File: src/include/dcsec_regs.vh
/*
 * Constants of the dual-channel safety enable control: register offsets,
 * field positions, reset values, connector variant codes and timing.
 * Assumes inclusion by bare name from the design files.
 */
`ifndef DCSEC_REGS_VH
`define DCSEC_REGS_VH

`define DCSEC_CLK_KHZ         25000

`define DCSEC_START_MIN_MS    100
`define DCSEC_START_MAX_MS    2000
`define DCSEC_START_DELAY_MS  1000
`define DCSEC_PULSE_EXH_MS    3
`define DCSEC_PULSE_PRESS_MS  12
`define DCSEC_SKEW_MS         20
`define DCSEC_BLINK_MS        250

`define DCSEC_OFF_STATUS      4'h0
`define DCSEC_OFF_MASK        4'h4
`define DCSEC_OFF_STATE       4'h8

`define DCSEC_EV_PRESS        0
`define DCSEC_EV_EXHAUST      1
`define DCSEC_EV_FAULT        2
`define DCSEC_EV_START_REJ    3
`define DCSEC_EV_START_ACC    4
`define DCSEC_EV_W            5

`define DCSEC_ST_STATE_LSB    0
`define DCSEC_ST_CH_ONE       2
`define DCSEC_ST_CH_TWO       3
`define DCSEC_ST_AUTO         4
`define DCSEC_ST_VARIANT_LSB  5

`define DCSEC_MASK_RESET      5'h00

`define DCSEC_VAR_SAME        2'h0
`define DCSEC_VAR_OPP_MON     2'h1
`define DCSEC_VAR_OPP_ISO     2'h2

`endif

File: src/verilog/dcsec_chan_filter.v
/*
 * One enable channel: two-flop synchroniser, then a pulse filter that lets
 * a level change through only after it has held for limit cycles.
 * Assumes limit is at least 1 and comes from logic on sys_clk.
 */
`timescale 1ns/1ps

module dcsec_chan_filter (
	input  wire        sys_clk,
	input  wire        reset,
	input  wire        clk_en,
	input  wire        raw_in,
	input  wire [19:0] limit,
	output reg         level_out
);

	reg        sync_a;
	reg        sync_b;
	reg [19:0] hold_cnt;

	always @(posedge sys_clk) begin
		if (reset) begin
			sync_a    <= 1'b0;
			sync_b    <= 1'b0;
			hold_cnt  <= 20'h00000;
			level_out <= 1'b0;
		end else if (clk_en) begin
			sync_a <= raw_in;
			sync_b <= sync_a;
			// Short test pulses die here and never reach the decoder
			if (sync_b == level_out) begin
				hold_cnt <= 20'h00000;
			end else if (hold_cnt + 20'h00001 >= limit) begin
				hold_cnt  <= 20'h00000;
				level_out <= sync_b;
			end else begin
				hold_cnt <= hold_cnt + 20'h00001;
			end
		end
	end

endmodule

File: src/verilog/dcsec_ctrl.v
/*
 * Control logic of a redundant safety valve: enable channel decoding for
 * three connector variants, start-button supervision, latched fault mode,
 * feedback contact, fault lamp and a small register port with interrupt.
 * Assumes all pins are asynchronous to sys_clk; the register port is
 * driven from sys_clk logic. Fault mode leaves only through reset.
 */
// The register addresses and strobed register access are this design's own decisions.
`timescale 1ns/1ps
`include "dcsec_regs.vh"

// Operation
// - Bridge present selects automatic start mode
// - Valid enables never override the start request; a stuck start still faults despite valid enables
// - Start pulse accepted only within 0.1-2 s
// - Start held beyond maximum means fault mode
// - Start must follow valid enables by 1 s
// - Same-level: low exhausts, high pressurises, mismatch faults
// - Monitored opposite: one-low two-high pressurises; equal faults
// - Isolated opposite: equal levels exhaust, no fault
// - Exhausted: ignore test pulses under 3 ms
// - Pressurised: ignore test pulses under 12 ms
// - Monitored opposite: channel skew violation is fault
// - Cross circuit: exhaust and enter malfunction
// - Isolated: no skew or cross check
// - Isolated: removed enables exhaust without malfunction
// - Same-level: out-of-limit test pulse switches off safely
// - Feedback closed only while channels command exhaust
module dcsec_ctrl #(
	parameter START_MIN_CYC   = `DCSEC_START_MIN_MS * `DCSEC_CLK_KHZ,
	parameter START_MAX_CYC   = `DCSEC_START_MAX_MS * `DCSEC_CLK_KHZ,
	parameter START_DELAY_CYC = `DCSEC_START_DELAY_MS * `DCSEC_CLK_KHZ,
	parameter PULSE_EXH_CYC   = `DCSEC_PULSE_EXH_MS * `DCSEC_CLK_KHZ,
	parameter PULSE_PRESS_CYC = `DCSEC_PULSE_PRESS_MS * `DCSEC_CLK_KHZ,
	parameter SKEW_CYC        = `DCSEC_SKEW_MS * `DCSEC_CLK_KHZ,
	parameter BLINK_CYC       = `DCSEC_BLINK_MS * `DCSEC_CLK_KHZ
) (
	input  wire        sys_clk,
	input  wire        reset,
	input  wire        clk_en,
	input  wire        enable_channel_one,
	input  wire        enable_channel_two,
	input  wire        start_request_input,
	input  wire        auto_start_bridge,
	input  wire [1:0]  connector_variant,
	input  wire [3:0]  reg_addr,
	input  wire [31:0] reg_wdata,
	input  wire        reg_write,
	input  wire        reg_read,
	output reg  [31:0] reg_rdata,
	output wire        irq,
	output reg         valve_pressurise,
	output reg         feedback_closed,
	output reg         fault_lamp
);

	localparam ST_EXHAUST  = 2'h0;
	localparam ST_PRESSURE = 2'h1;
	localparam ST_FAULT    = 2'h2;

	localparam [25:0] C_START_MIN = START_MIN_CYC[25:0];
	localparam [25:0] C_START_MAX = START_MAX_CYC[25:0];
	localparam [25:0] C_DELAY     = START_DELAY_CYC[25:0];
	localparam [25:0] C_SKEW      = SKEW_CYC[25:0];
	localparam [25:0] C_BLINK     = BLINK_CYC[25:0];
	localparam [19:0] C_PULSE_EXH = PULSE_EXH_CYC[19:0];
	localparam [19:0] C_PULSE_PRS = PULSE_PRESS_CYC[19:0];

	reg  [1:0]  state;
	reg  [1:0]  next_state;
	wire [1:0]  chan_raw;
	wire [1:0]  chan_lvl;
	wire [19:0] pulse_limit;

	wire [3:0]  pin_raw;
	wire [3:0]  pin_lvl;
	reg         start_prev;

	reg  [25:0] en_cnt;
	reg  [25:0] width_cnt;
	reg  [25:0] skew_cnt;
	reg  [25:0] blink_cnt;
	reg         start_armed;

	reg  [`DCSEC_EV_W-1:0] status;
	reg  [`DCSEC_EV_W-1:0] mask;
	reg  [`DCSEC_EV_W-1:0] events;

	reg cmd_press;
	reg cmd_exhaust;
	reg cmd_bad;

	wire start_lvl  = pin_lvl[0];
	wire auto_mode  = pin_lvl[1];
	wire [1:0] variant = pin_lvl[3:2];
	wire start_rise = start_lvl & ~start_prev;
	wire start_fall = ~start_lvl & start_prev;
	wire isolated   = (variant == `DCSEC_VAR_OPP_ISO);

	assign chan_raw = {enable_channel_two, enable_channel_one};
	// Longer tolerance while pressurised avoids dropping out on test pulses
	assign pulse_limit = (state == ST_PRESSURE) ? C_PULSE_PRS
	                                            : C_PULSE_EXH;

	genvar gi;
	generate
		for (gi = 0; gi < 2; gi = gi + 1) begin : g_chan
			dcsec_chan_filter u_filter (
				.sys_clk   (sys_clk),
				.reset     (reset),
				.clk_en    (clk_en),
				.raw_in    (chan_raw[gi]),
				.limit     (pulse_limit),
				.level_out (chan_lvl[gi])
			);
		end
	endgenerate

	// Every strap and button pin crosses two flops before logic reads it
	assign pin_raw = {connector_variant, auto_start_bridge,
	                  start_request_input};

	generate
		for (gi = 0; gi < 4; gi = gi + 1) begin : g_pin
			reg sync_a;
			reg sync_b;
			always @(posedge sys_clk) begin
				if (reset) begin
					sync_a <= 1'b0;
					sync_b <= 1'b0;
				end else if (clk_en) begin
					sync_a <= pin_raw[gi];
					sync_b <= sync_a;
				end
			end
			assign pin_lvl[gi] = sync_b;
		end
	endgenerate

	// Decoding of the filtered channel pair per connector variant
	always @* begin
		cmd_press   = 1'b0;
		cmd_exhaust = 1'b0;
		cmd_bad     = 1'b0;
		case (variant)
		`DCSEC_VAR_SAME: begin
			cmd_press   = chan_lvl[0] & chan_lvl[1];
			cmd_exhaust = ~chan_lvl[0] & ~chan_lvl[1];
			cmd_bad     = chan_lvl[0] ^ chan_lvl[1];
		end
		`DCSEC_VAR_OPP_MON: begin
			cmd_press   = ~chan_lvl[0] & chan_lvl[1];
			cmd_exhaust = chan_lvl[0] & ~chan_lvl[1];
			cmd_bad     = ~(chan_lvl[0] ^ chan_lvl[1]);
		end
		`DCSEC_VAR_OPP_ISO: begin
			// Equal levels read as exhaust; the upstream unit owns cross checks
			cmd_press   = ~chan_lvl[0] & chan_lvl[1];
			cmd_exhaust = ~cmd_press;
		end
		default: begin
			cmd_exhaust = 1'b1;
		end
		endcase
	end

	wire skew_fault  = ~isolated & (skew_cnt >= C_SKEW);
	wire width_fault = (width_cnt > C_START_MAX);
	wire start_ok    = start_fall & start_armed & cmd_press
	                 & (width_cnt >= C_START_MIN);
	wire start_rej   = (start_rise & (en_cnt < C_DELAY))
	                 | (start_fall & start_armed
	                    & (width_cnt < C_START_MIN));

	always @* begin
		next_state = state;
		case (state)
		ST_EXHAUST: begin
			if (skew_fault | width_fault) begin
				next_state = ST_FAULT;
			end else if (cmd_press & (auto_mode | start_ok)) begin
				next_state = ST_PRESSURE;
			end
		end
		ST_PRESSURE: begin
			if (skew_fault | width_fault) begin
				next_state = ST_FAULT;
			end else if (~cmd_press) begin
				next_state = ST_EXHAUST;
			end
		end
		ST_FAULT: begin
			next_state = ST_FAULT;
		end
		default: begin
			next_state = ST_FAULT;
		end
		endcase
	end

	always @* begin
		events = {`DCSEC_EV_W{1'b0}};
		events[`DCSEC_EV_PRESS] = (next_state == ST_PRESSURE)
		                        & (state != ST_PRESSURE);
		events[`DCSEC_EV_EXHAUST] = (next_state == ST_EXHAUST)
		                          & (state == ST_PRESSURE);
		events[`DCSEC_EV_FAULT] = (next_state == ST_FAULT)
		                        & (state != ST_FAULT);
		events[`DCSEC_EV_START_REJ] = ~auto_mode & start_rej;
		events[`DCSEC_EV_START_ACC] = ~auto_mode & start_ok;
	end

	always @(posedge sys_clk) begin
		if (reset) begin
			start_prev <= 1'b0;
			state      <= ST_EXHAUST;
		end else if (clk_en) begin
			start_prev <= start_lvl;
			state      <= next_state;
		end
	end

	// Time since the enables became valid, saturating
	always @(posedge sys_clk) begin
		if (reset) begin
			en_cnt <= 26'h0000000;
		end else if (clk_en) begin
			if (~cmd_press) begin
				en_cnt <= 26'h0000000;
			end else if (en_cnt < C_DELAY) begin
				en_cnt <= en_cnt + 26'h0000001;
			end
		end
	end

	// Width of the start pulse, also catches a stuck button
	always @(posedge sys_clk) begin
		if (reset) begin
			width_cnt <= 26'h0000000;
		end else if (clk_en) begin
			if (~start_lvl) begin
				width_cnt <= 26'h0000000;
			end else if (~width_fault) begin
				width_cnt <= width_cnt + 26'h0000001;
			end
		end
	end

	// Edge before the 1 s mark is dropped; new press needed
	always @(posedge sys_clk) begin
		if (reset) begin
			start_armed <= 1'b0;
		end else if (clk_en) begin
			if (~cmd_press | start_fall) begin
				start_armed <= 1'b0;
			end else if (start_rise) begin
				start_armed <= (en_cnt >= C_DELAY);
			end
		end
	end

	// Transient disagreement is tolerated for the skew window only
	always @(posedge sys_clk) begin
		if (reset) begin
			skew_cnt <= 26'h0000000;
		end else if (clk_en) begin
			if (~cmd_bad | isolated) begin
				skew_cnt <= 26'h0000000;
			end else if (~skew_fault) begin
				skew_cnt <= skew_cnt + 26'h0000001;
			end
		end
	end

	always @(posedge sys_clk) begin
		if (reset) begin
			valve_pressurise <= 1'b0;
			feedback_closed  <= 1'b0;
		end else if (clk_en) begin
			valve_pressurise <= (next_state == ST_PRESSURE);
			feedback_closed  <= (next_state == ST_EXHAUST)
			                  & cmd_exhaust;
		end
	end

	// Lamp blinks while latched in fault, dark otherwise
	always @(posedge sys_clk) begin
		if (reset) begin
			fault_lamp <= 1'b0;
			blink_cnt  <= 26'h0000000;
		end else if (clk_en) begin
			if (next_state != ST_FAULT) begin
				blink_cnt  <= 26'h0000000;
				fault_lamp <= 1'b0;
			end else if (blink_cnt + 26'h0000001 >= C_BLINK) begin
				blink_cnt  <= 26'h0000000;
				fault_lamp <= ~fault_lamp;
			end else begin
				blink_cnt <= blink_cnt + 26'h0000001;
			end
		end
	end

	// Register port; a status read clears, but a new event wins
	wire status_rd = reg_read & (reg_addr == `DCSEC_OFF_STATUS);

	always @(posedge sys_clk) begin
		if (reset) begin
			status <= {`DCSEC_EV_W{1'b0}};
			mask   <= `DCSEC_MASK_RESET;
		end else if (clk_en) begin
			if (status_rd) begin
				status <= events;
			end else begin
				status <= status | events;
			end
			if (reg_write & (reg_addr == `DCSEC_OFF_MASK)) begin
				mask <= reg_wdata[`DCSEC_EV_W-1:0];
			end
		end
	end

	// Read data stand for one cycle only and idle at zero
	always @(posedge sys_clk) begin
		if (reset) begin
			reg_rdata <= 32'h00000000;
		end else if (clk_en) begin
			reg_rdata <= 32'h00000000;
			if (reg_read) begin
				case (reg_addr)
				`DCSEC_OFF_STATUS: reg_rdata <= {27'h0, status};
				`DCSEC_OFF_MASK:   reg_rdata <= {27'h0, mask};
				`DCSEC_OFF_STATE:  reg_rdata <= {25'h0, variant, auto_mode,
				                                 chan_lvl, state};
				default:           reg_rdata <= 32'h00000000;
				endcase
			end
		end
	end

	assign irq = |(status & mask);

endmodule
File: config.mk
export PLATFORM = sky130hd
export DESIGN_NAME = dcsec_ctrl
export DESIGN_NICKNAME = d
export VERILOG_FILES = /design/src/verilog/dcsec_chan_filter.v /design/src/verilog/dcsec_ctrl.v
export VERILOG_INCLUDE_DIRS = /design/src /design/src/include
export SDC_FILE = /design/constraint.sdc
export NUM_CORES = 1
export LEC_CHECK = 0
export BUFFER_PORTS_ARGS = -buffer_cell sky130_fd_sc_hd__buf_4
export CAP_MARGIN = 0
export CORE_MARGIN = 2
export CORE_UTILIZATION = 30
export DETAILED_ROUTE_END_ITERATION = 8
export PLACE_DENSITY = 0.57
export SLEW_MARGIN = 20
export SYNTH_ARGS = -nofsm -noshare
export SYNTH_HDL_FRONTEND = slang
export SYNTH_SLANG_ARGS = --single-unit
File: constraint.sdc
create_clock -name sys_clk -period 3.5 [get_ports sys_clk]
set_input_delay 0.7 -clock sys_clk [delete_from_list [all_inputs] [get_ports sys_clk]]
set_output_delay 0.7 -clock sys_clk [all_outputs]
set_load 0.02 [all_outputs]
== After elaboration in Yosys (flattened, before gate mapping) ==
Index checks and enable logic that the tools add are counted.

* Register bits after elaboration: 207
* Bits of input ports: 47
* Output and inout bits: 36
* Word-level logic and storage cells: 145

* $add $sub $neg: 6
* Magnitude comparators: 9
* Equality and inequality tests: 15
* Muxes and demuxes: 28
* Bitwise gates (word level): 42
* Reductions and logical operators: 16

{| class="wikitable"
|+ Operators by type and width
! operator !! count
|-
| 2-to-1 mux 26 bit || 8
|-
| adder 26 x 1 -> 26 bit, second input constant || 4
|-
| 2-to-1 mux 20 bit || 4
|-
| adder 20 x 1 -> 20 bit, second input constant || 2
|-
| >= comparator 20 x 19 -> 1 bit || 2
|-
| >= comparator 26 x 19 -> 1 bit, second input constant || 1
|-
| >= comparator 26 x 22 -> 1 bit, second input constant || 1
|-
| >= comparator 26 x 23 -> 1 bit, second input constant || 1
|-
| >= comparator 26 x 25 -> 1 bit, second input constant || 1
|-
| greater-than comparator 26 bit, second input constant || 1
|-
| < comparator 26 x 22 -> 1 bit, second input constant || 1
|-
| < comparator 26 x 25 -> 1 bit, second input constant || 1
|-
| AND 1 bit || 21
|-
| one-hot mux 7 bit (3 select lines) || 1
|-
| 2-to-1 mux 19 bit || 1
|-
| inverter 1 bit || 13
|-
| AND reduction 2 bit || 6
|-
| 2-to-1 mux 2 bit || 4
|-
| 2-to-1 mux 7 bit || 1
|-
| equality test 2 x 1 -> 1 bit, second input constant || 3
|-
| zero test 2 bit || 3
|-
| inequality test 2 x 1 -> 1 bit, second input constant || 3
|-
| inequality test 2 bit, second input constant || 3
|-
| AND reduction 3 bit || 2
|-
| 17 further kinds || 28
|}

== Depth between registers and ports, before layout ==
* Depth after elaboration: 14
* Gate-level depth with buffers: 17
* Mapped depth without buffers: 16

== Cells and area by module ==
Synthesis repeated with hierarchy kept, for this count alone.

* Cells, all modules: 1368
* Area total of the unflattened synthesis: 11029.3 µm²

{| class="wikitable"
|+ Modules (own cells, without submodules)
! module !! instances !! cells each !! area an instance (µm²) !! seq. area each (µm²)
|-
| dcsec_ctrl || 1 || 930 || 7310.8 || 2722.6
|-
| dcsec_chan_filter || 2 || 219 || 1859.3 || 460.4
|}

== Worst setup path before layout ==
No wires, ideal clock.

* Kind: flip-flop to flip-flop
* Start: register g_chan[0].u_filter.hold_cnt[0]
* End: register g_chan[0].u_filter.hold_cnt[14]
* Arrival time: 3.379 ns
* Data required time: 3.441 ns
* Slack: 0.063 ns
* Stages on the path, launching flop included: 13
* Clock period less this slack: 3.437 ns
* Cell sequence: dfxtp_1 > ha_1 > nand3_2 > or4_4 > nor2_1 > and3_1 > xor2_1 > ha_1 > a221o_1 > nor4_4 > and2_1 > buf_2 > a22o_1

* Longest elaborated chain between the ends: 4

{| class="wikitable"
|+ Ends and longest elaborated chain
! what !! RTL line !! source
|-
| start, declared || dcsec_chan_filter.v:19 || <nowiki>reg [19:0] hold_cnt;</nowiki>
|-
| start signal, assigned || dcsec_chan_filter.v:37 || <nowiki>hold_cnt <= hold_cnt + 20'h00001;</nowiki>
|-
| adder 20 x 1 -> 20 bit (*) || dcsec_chan_filter.v:33, dcsec_chan_filter.v:37 ||
|-
| >= comparator 20 x 19 -> 1 bit || dcsec_chan_filter.v:33 || <nowiki>end else if (hold_cnt + 20'h00001 >= limit) begin</nowiki>
|-
| 2-to-1 mux 20 bit (*) || dcsec_chan_filter.v:33 ||
|-
| 2-to-1 mux 20 bit (*) || dcsec_chan_filter.v:31 || <nowiki>if (sync_b == level_out) begin</nowiki>
|}

Every way passes the cells marked *; elsewhere a longest branch is shown, timed or not.
A chain may end at the register's enable or synchronous reset.

== Worst setup path in the final report ==
* Start: register g_chan[0].u_filter.hold_cnt[1]
* End: register g_chan[0].u_filter.hold_cnt[1]

Same word-level chain as after synthesis.

==> results.md <==
- The cell repeated most along the worst path is sky130_fd_sc_hd__ha_1.
- Summing all placed instances gives a cell area of 11000 sq um.
- The standard cell with the maximum stage delay on the critical path is sky130_fd_sc_hd__or4_4.
- Yosys mapped a number of flops with a built-in enable equal to 0.
- The gate count of the mapped netlist is 1266.
- For the pin with the worst max-slew slack, the measured transition is 734 ps.
- The relative max-transition margin is 51.0%.
- Power spread over the standard cell area amounts to 369 nW/um^2.
- During I/O placement, the number of pins put on the boundary was 83.
- The maximum fanout count along the critical path is 4.
- The worst setup path is launched from a register.
- For this run, the total global-route usage over all layers was measured as 13.7%.
- The CTS buffer count is 17.
- STA classifies the critical path endpoint as a register.
- For this run, design rule violations remaining after detail routing come to 0.
- Row generation in the floorplan step produced 67 rows.
- The residual antenna-violating net count after detailed routing is 0.
- The die outline width is 188 microns.
- The library cells used most frequently in the layout, excluding fill and tap cells, are sky130_fd_sc_hd__dfxtp_1, sky130_fd_sc_hd__nor2_1, sky130_fd_sc_hd__nand2_1.
- By area the synthesized netlist is led by sky130_fd_sc_hd__dfxtp_1, sky130_fd_sc_hd__nor2_1, sky130_fd_sc_hd__nand2_1, sky130_fd_sc_hd__ha_1, sky130_fd_sc_hd__xor2_1.
- Across the routed clock network, the largest skew measured is 12.3 ps.
- The core box area is 33400 sq um.
- The worst supply voltage drop on vdd is 0.371 mV.
- Buffers placed on the I/O ports in this run total 30.
- Derived from the worst setup path, the maximum achievable clock frequency is 301 MHz.
- The first global-routing pass estimated 40.7 mm of wire.
- The number of pins exceeding their max-slew limit in the final report was 0.
- For this run, the register share of the synthesized area comes to 35.8%.
- The area growth from synthesis to layout is 14.1%.
- Routability-driven placement finished with a final weighted congestion of 0.781.
- Summed over all failing endpoints, the final setup total negative slack is 0 ps.
- The die covers 35400 sq um.
- The H-tree generated during clock tree synthesis spans 4 levels.
- The number of failing hold endpoints at the final stage is 0.
- Counting flops and latches in the post-synthesis netlist gives 182.
- The detailed-route via count is 8872.
- The number of optimization iterations in the first detailed-route pass is 5.
- The number of buffers on the longest clock path is 2.
- The worst path required time is 3870 ps.
- The average instance area after synthesis is 8.05 sq um.
- The clock period could shrink to 3330 ps.
- The number of clock sinks seen by CTS is 182.
- Grouping stages by cell kind, the critical path spends the most delay in simple AND/OR/NAND/NOR gates.
- The largest incremental delay on the critical path is 600 ps.
- The prevailing post-synth register cell is sky130_fd_sc_hd__dfxtp_1.
- The detail-routed via count per cell is 5.04.
- The final-stage net count is 1384.
- The run finished with clean final reports.
- The ratio of final minimum period to clock period is 95.0%.
- The share of layout cells above drive strength 1 is 10.8%.
- The CTS clock-pin slew for the worst setup and hold paths is 70 ps.
- The post-CTS setup-driven buffer insertion count is 0.
- The max-capacitance violation count is 0.
- The pin count of the biggest net entering global routing is 52.
- The tightest min-delay check is of the reg -> reg type.
- The share of async-settable or async-resettable flops after synthesis is 0%.
- The number of buffer and inverter stages on the critical path is 1.
- The total inserted antenna cells is 0.
- The final instance area is 11600 sq um.
- The root buffer cell is sky130_fd_sc_hd__clkbuf_16.
- Once the floorplan was initialized, standard cells occupied 30.5% of the core.
- The cell accounting for the most synthesized area is sky130_fd_sc_hd__dfxtp_1.
- The hold-fix buffer count after cts is 0.
- Yosys printed 0 warnings.
- The area share of the leading cell type in the synthesized netlist is 35.8%.
- The initial antenna violation count is 0.
- The analysis attributes to cell leakage a power of 4.05 nW.
- The die height is 188 microns.
- The routed design has 24.4 mm of wire.
- At the worst endpoint, the arrival time is 3700 ps.
- The critical path is of the reg -> reg type.
- The library cell used most frequently in the layout, excluding fill and tap cells, is sky130_fd_sc_hd__dfxtp_1.
- The post-synthesis instance area is 10200 sq um.
- TritonCTS built the clock tree.
- The worst-case register-to-register setup slack is 170 ps.
- The via count of the first global-routing pass is 8227.
- The total of endpoints with negative setup slack in the final report is 0.
- After clock tree synthesis, the repair step resized 0 gates.
- Traced cell by cell, the critical path runs through ha_1, nand3_2, or4_4, nor2_4, and3_1, xor2_2, ha_1, o31ai_2, a21oi_1, nor4_4, and2_4, buf_4, a22o_1.
- Synthesis instantiated 75 different standard cells from the library.
- The initial DRC count is 496.
- The total grt overflow is 0.
- Summed over all nets, the half-perimeter wirelength after detailed placement is 16.9 mm.
- Clock latency on the worst-skew pair, taken at its later pin, is 430 ps.
- The average wire per cell in the routed design is 13.9 microns.
through the flow:
stage	util, %	hold WS, ps	power, mW	instances	setup slack, ps
finish	34.8	429	4.29	1760	175
global route	34.8	460	4.45	1760	-3.62
global placement	32.8	415	2.32	1726	177
detailed placement	32.8	419	2.32	1726	90.5
floorplan	-	408	2.28	1290	62.7
CTS	34.6	431	4.34	1758	63.8
sequential cells by signal, summed over array words and instances (netlist names), 2 cells and up:
name / flops
mask: 5
state: 2
g_chan.u_filter.hold_cnt: 40
skew_cnt: 26
g_chan.u_filter.level_out: 2
status: 5
width_cnt: 26
g_chan.u_filter.sync_a: 2
g_chan.u_filter.sync_b: 2
reg_rdata: 7
en_cnt: 26
blink_cnt: 26
g_pin.sync_a: 4
g_pin.sync_b: 3
synth_stat cells (12+ instances only):
cell type	number
sky130_fd_sc_hd__dfxtp_1	182
sky130_fd_sc_hd__nand2_1	129
sky130_fd_sc_hd__ha_1	38
sky130_fd_sc_hd__buf_4	29
sky130_fd_sc_hd__nand4_1	36
sky130_fd_sc_hd__nor4_1	17
sky130_fd_sc_hd__xor2_1	47
sky130_fd_sc_hd__a21oi_1	62
sky130_fd_sc_hd__inv_1	40
sky130_fd_sc_hd__and2_1	12
sky130_fd_sc_hd__nor2_1	159
sky130_fd_sc_hd__and4_1	13
sky130_fd_sc_hd__and3_1	22
sky130_fd_sc_hd__a22oi_1	12
sky130_fd_sc_hd__nand3_1	74
sky130_fd_sc_hd__xnor2_1	44
sky130_fd_sc_hd__nor3_1	41
sky130_fd_sc_hd__o21ai_0	38
sky130_fd_sc_hd__mux2i_1	23
sky130_fd_sc_hd__clkbuf_1	37
sky130_fd_sc_hd__a31oi_1	23
metal layers:
layer  global-route usage [%]  wire, microns  vias to the layer above
met1                     18.2          12000                     4201
met4                     3.54            321                        0
met2                     23.2          11400                      117
met5                        0              0                        -
met3                     2.24            671                       20
li1                         -              -                     4534
path summary, 6_finish.rpt:
path,from,to,cells past startpoint
worst max-delay path,g_chan[0].u_filter.hold_cnt[1],g_chan[0].u_filter.hold_cnt[1],13
worst min-delay path,skew_cnt[22],skew_cnt[22],2
worst max register to register,g_chan[0].u_filter.hold_cnt[1],g_chan[0].u_filter.hold_cnt[1],13
worst min register to register,skew_cnt[22],skew_cnt[22],2
worst reg2reg max path: stages, from the launching register on:
cell and delay, ps:
sky130_fd_sc_hd__dfxtp_1 340, sky130_fd_sc_hd__ha_1 200, sky130_fd_sc_hd__nand3_2 100, sky130_fd_sc_hd__or4_4 600, sky130_fd_sc_hd__nor2_4 140, sky130_fd_sc_hd__and3_1 210
sky130_fd_sc_hd__xor2_2 180, sky130_fd_sc_hd__ha_1 290, sky130_fd_sc_hd__o31ai_2 220, sky130_fd_sc_hd__a21oi_1 100, sky130_fd_sc_hd__nor4_4 410, sky130_fd_sc_hd__and2_4 230
sky130_fd_sc_hd__buf_4 130, sky130_fd_sc_hd__a22o_1 120
cell type report:
class,instances,area [sq um]
multi-input combinational,982,6070
clock inverter,13,169
clock buffer,19,443
tap,448,561
fill,3494,21800
sequential,182,3640
inverter,41,154
timing repair buffer,75,587
report_power, final:
group	internal (mW)	total [mW]	switching [mW]	leakage, nW
logic	0.0513	0.179	0.128	2.29
registers	2.08	2.09	0.0100	1.47
clock network	1.16	2.02	0.860	0.299
total	3.29	4.29	0.998	4.05
cells by family (layout without fill, tap and decap cells):
kind of cell,after synthesis,count (layout),share of synthesized area (%)
XOR/XNOR,91,91,7.82
adder cells (fa/ha/maj),38,38,4.67
AND/OR/NAND/NOR,579,579,28.7
flip-flops,182,182,35.8
buffers and inverters,126,148,5.92
multiplexers,29,29,2.92
other,1,25,0.0368
AO/OA/AOI/OAI,220,220,14.2
No activity file was read; power rests on OpenSTA's default activity.
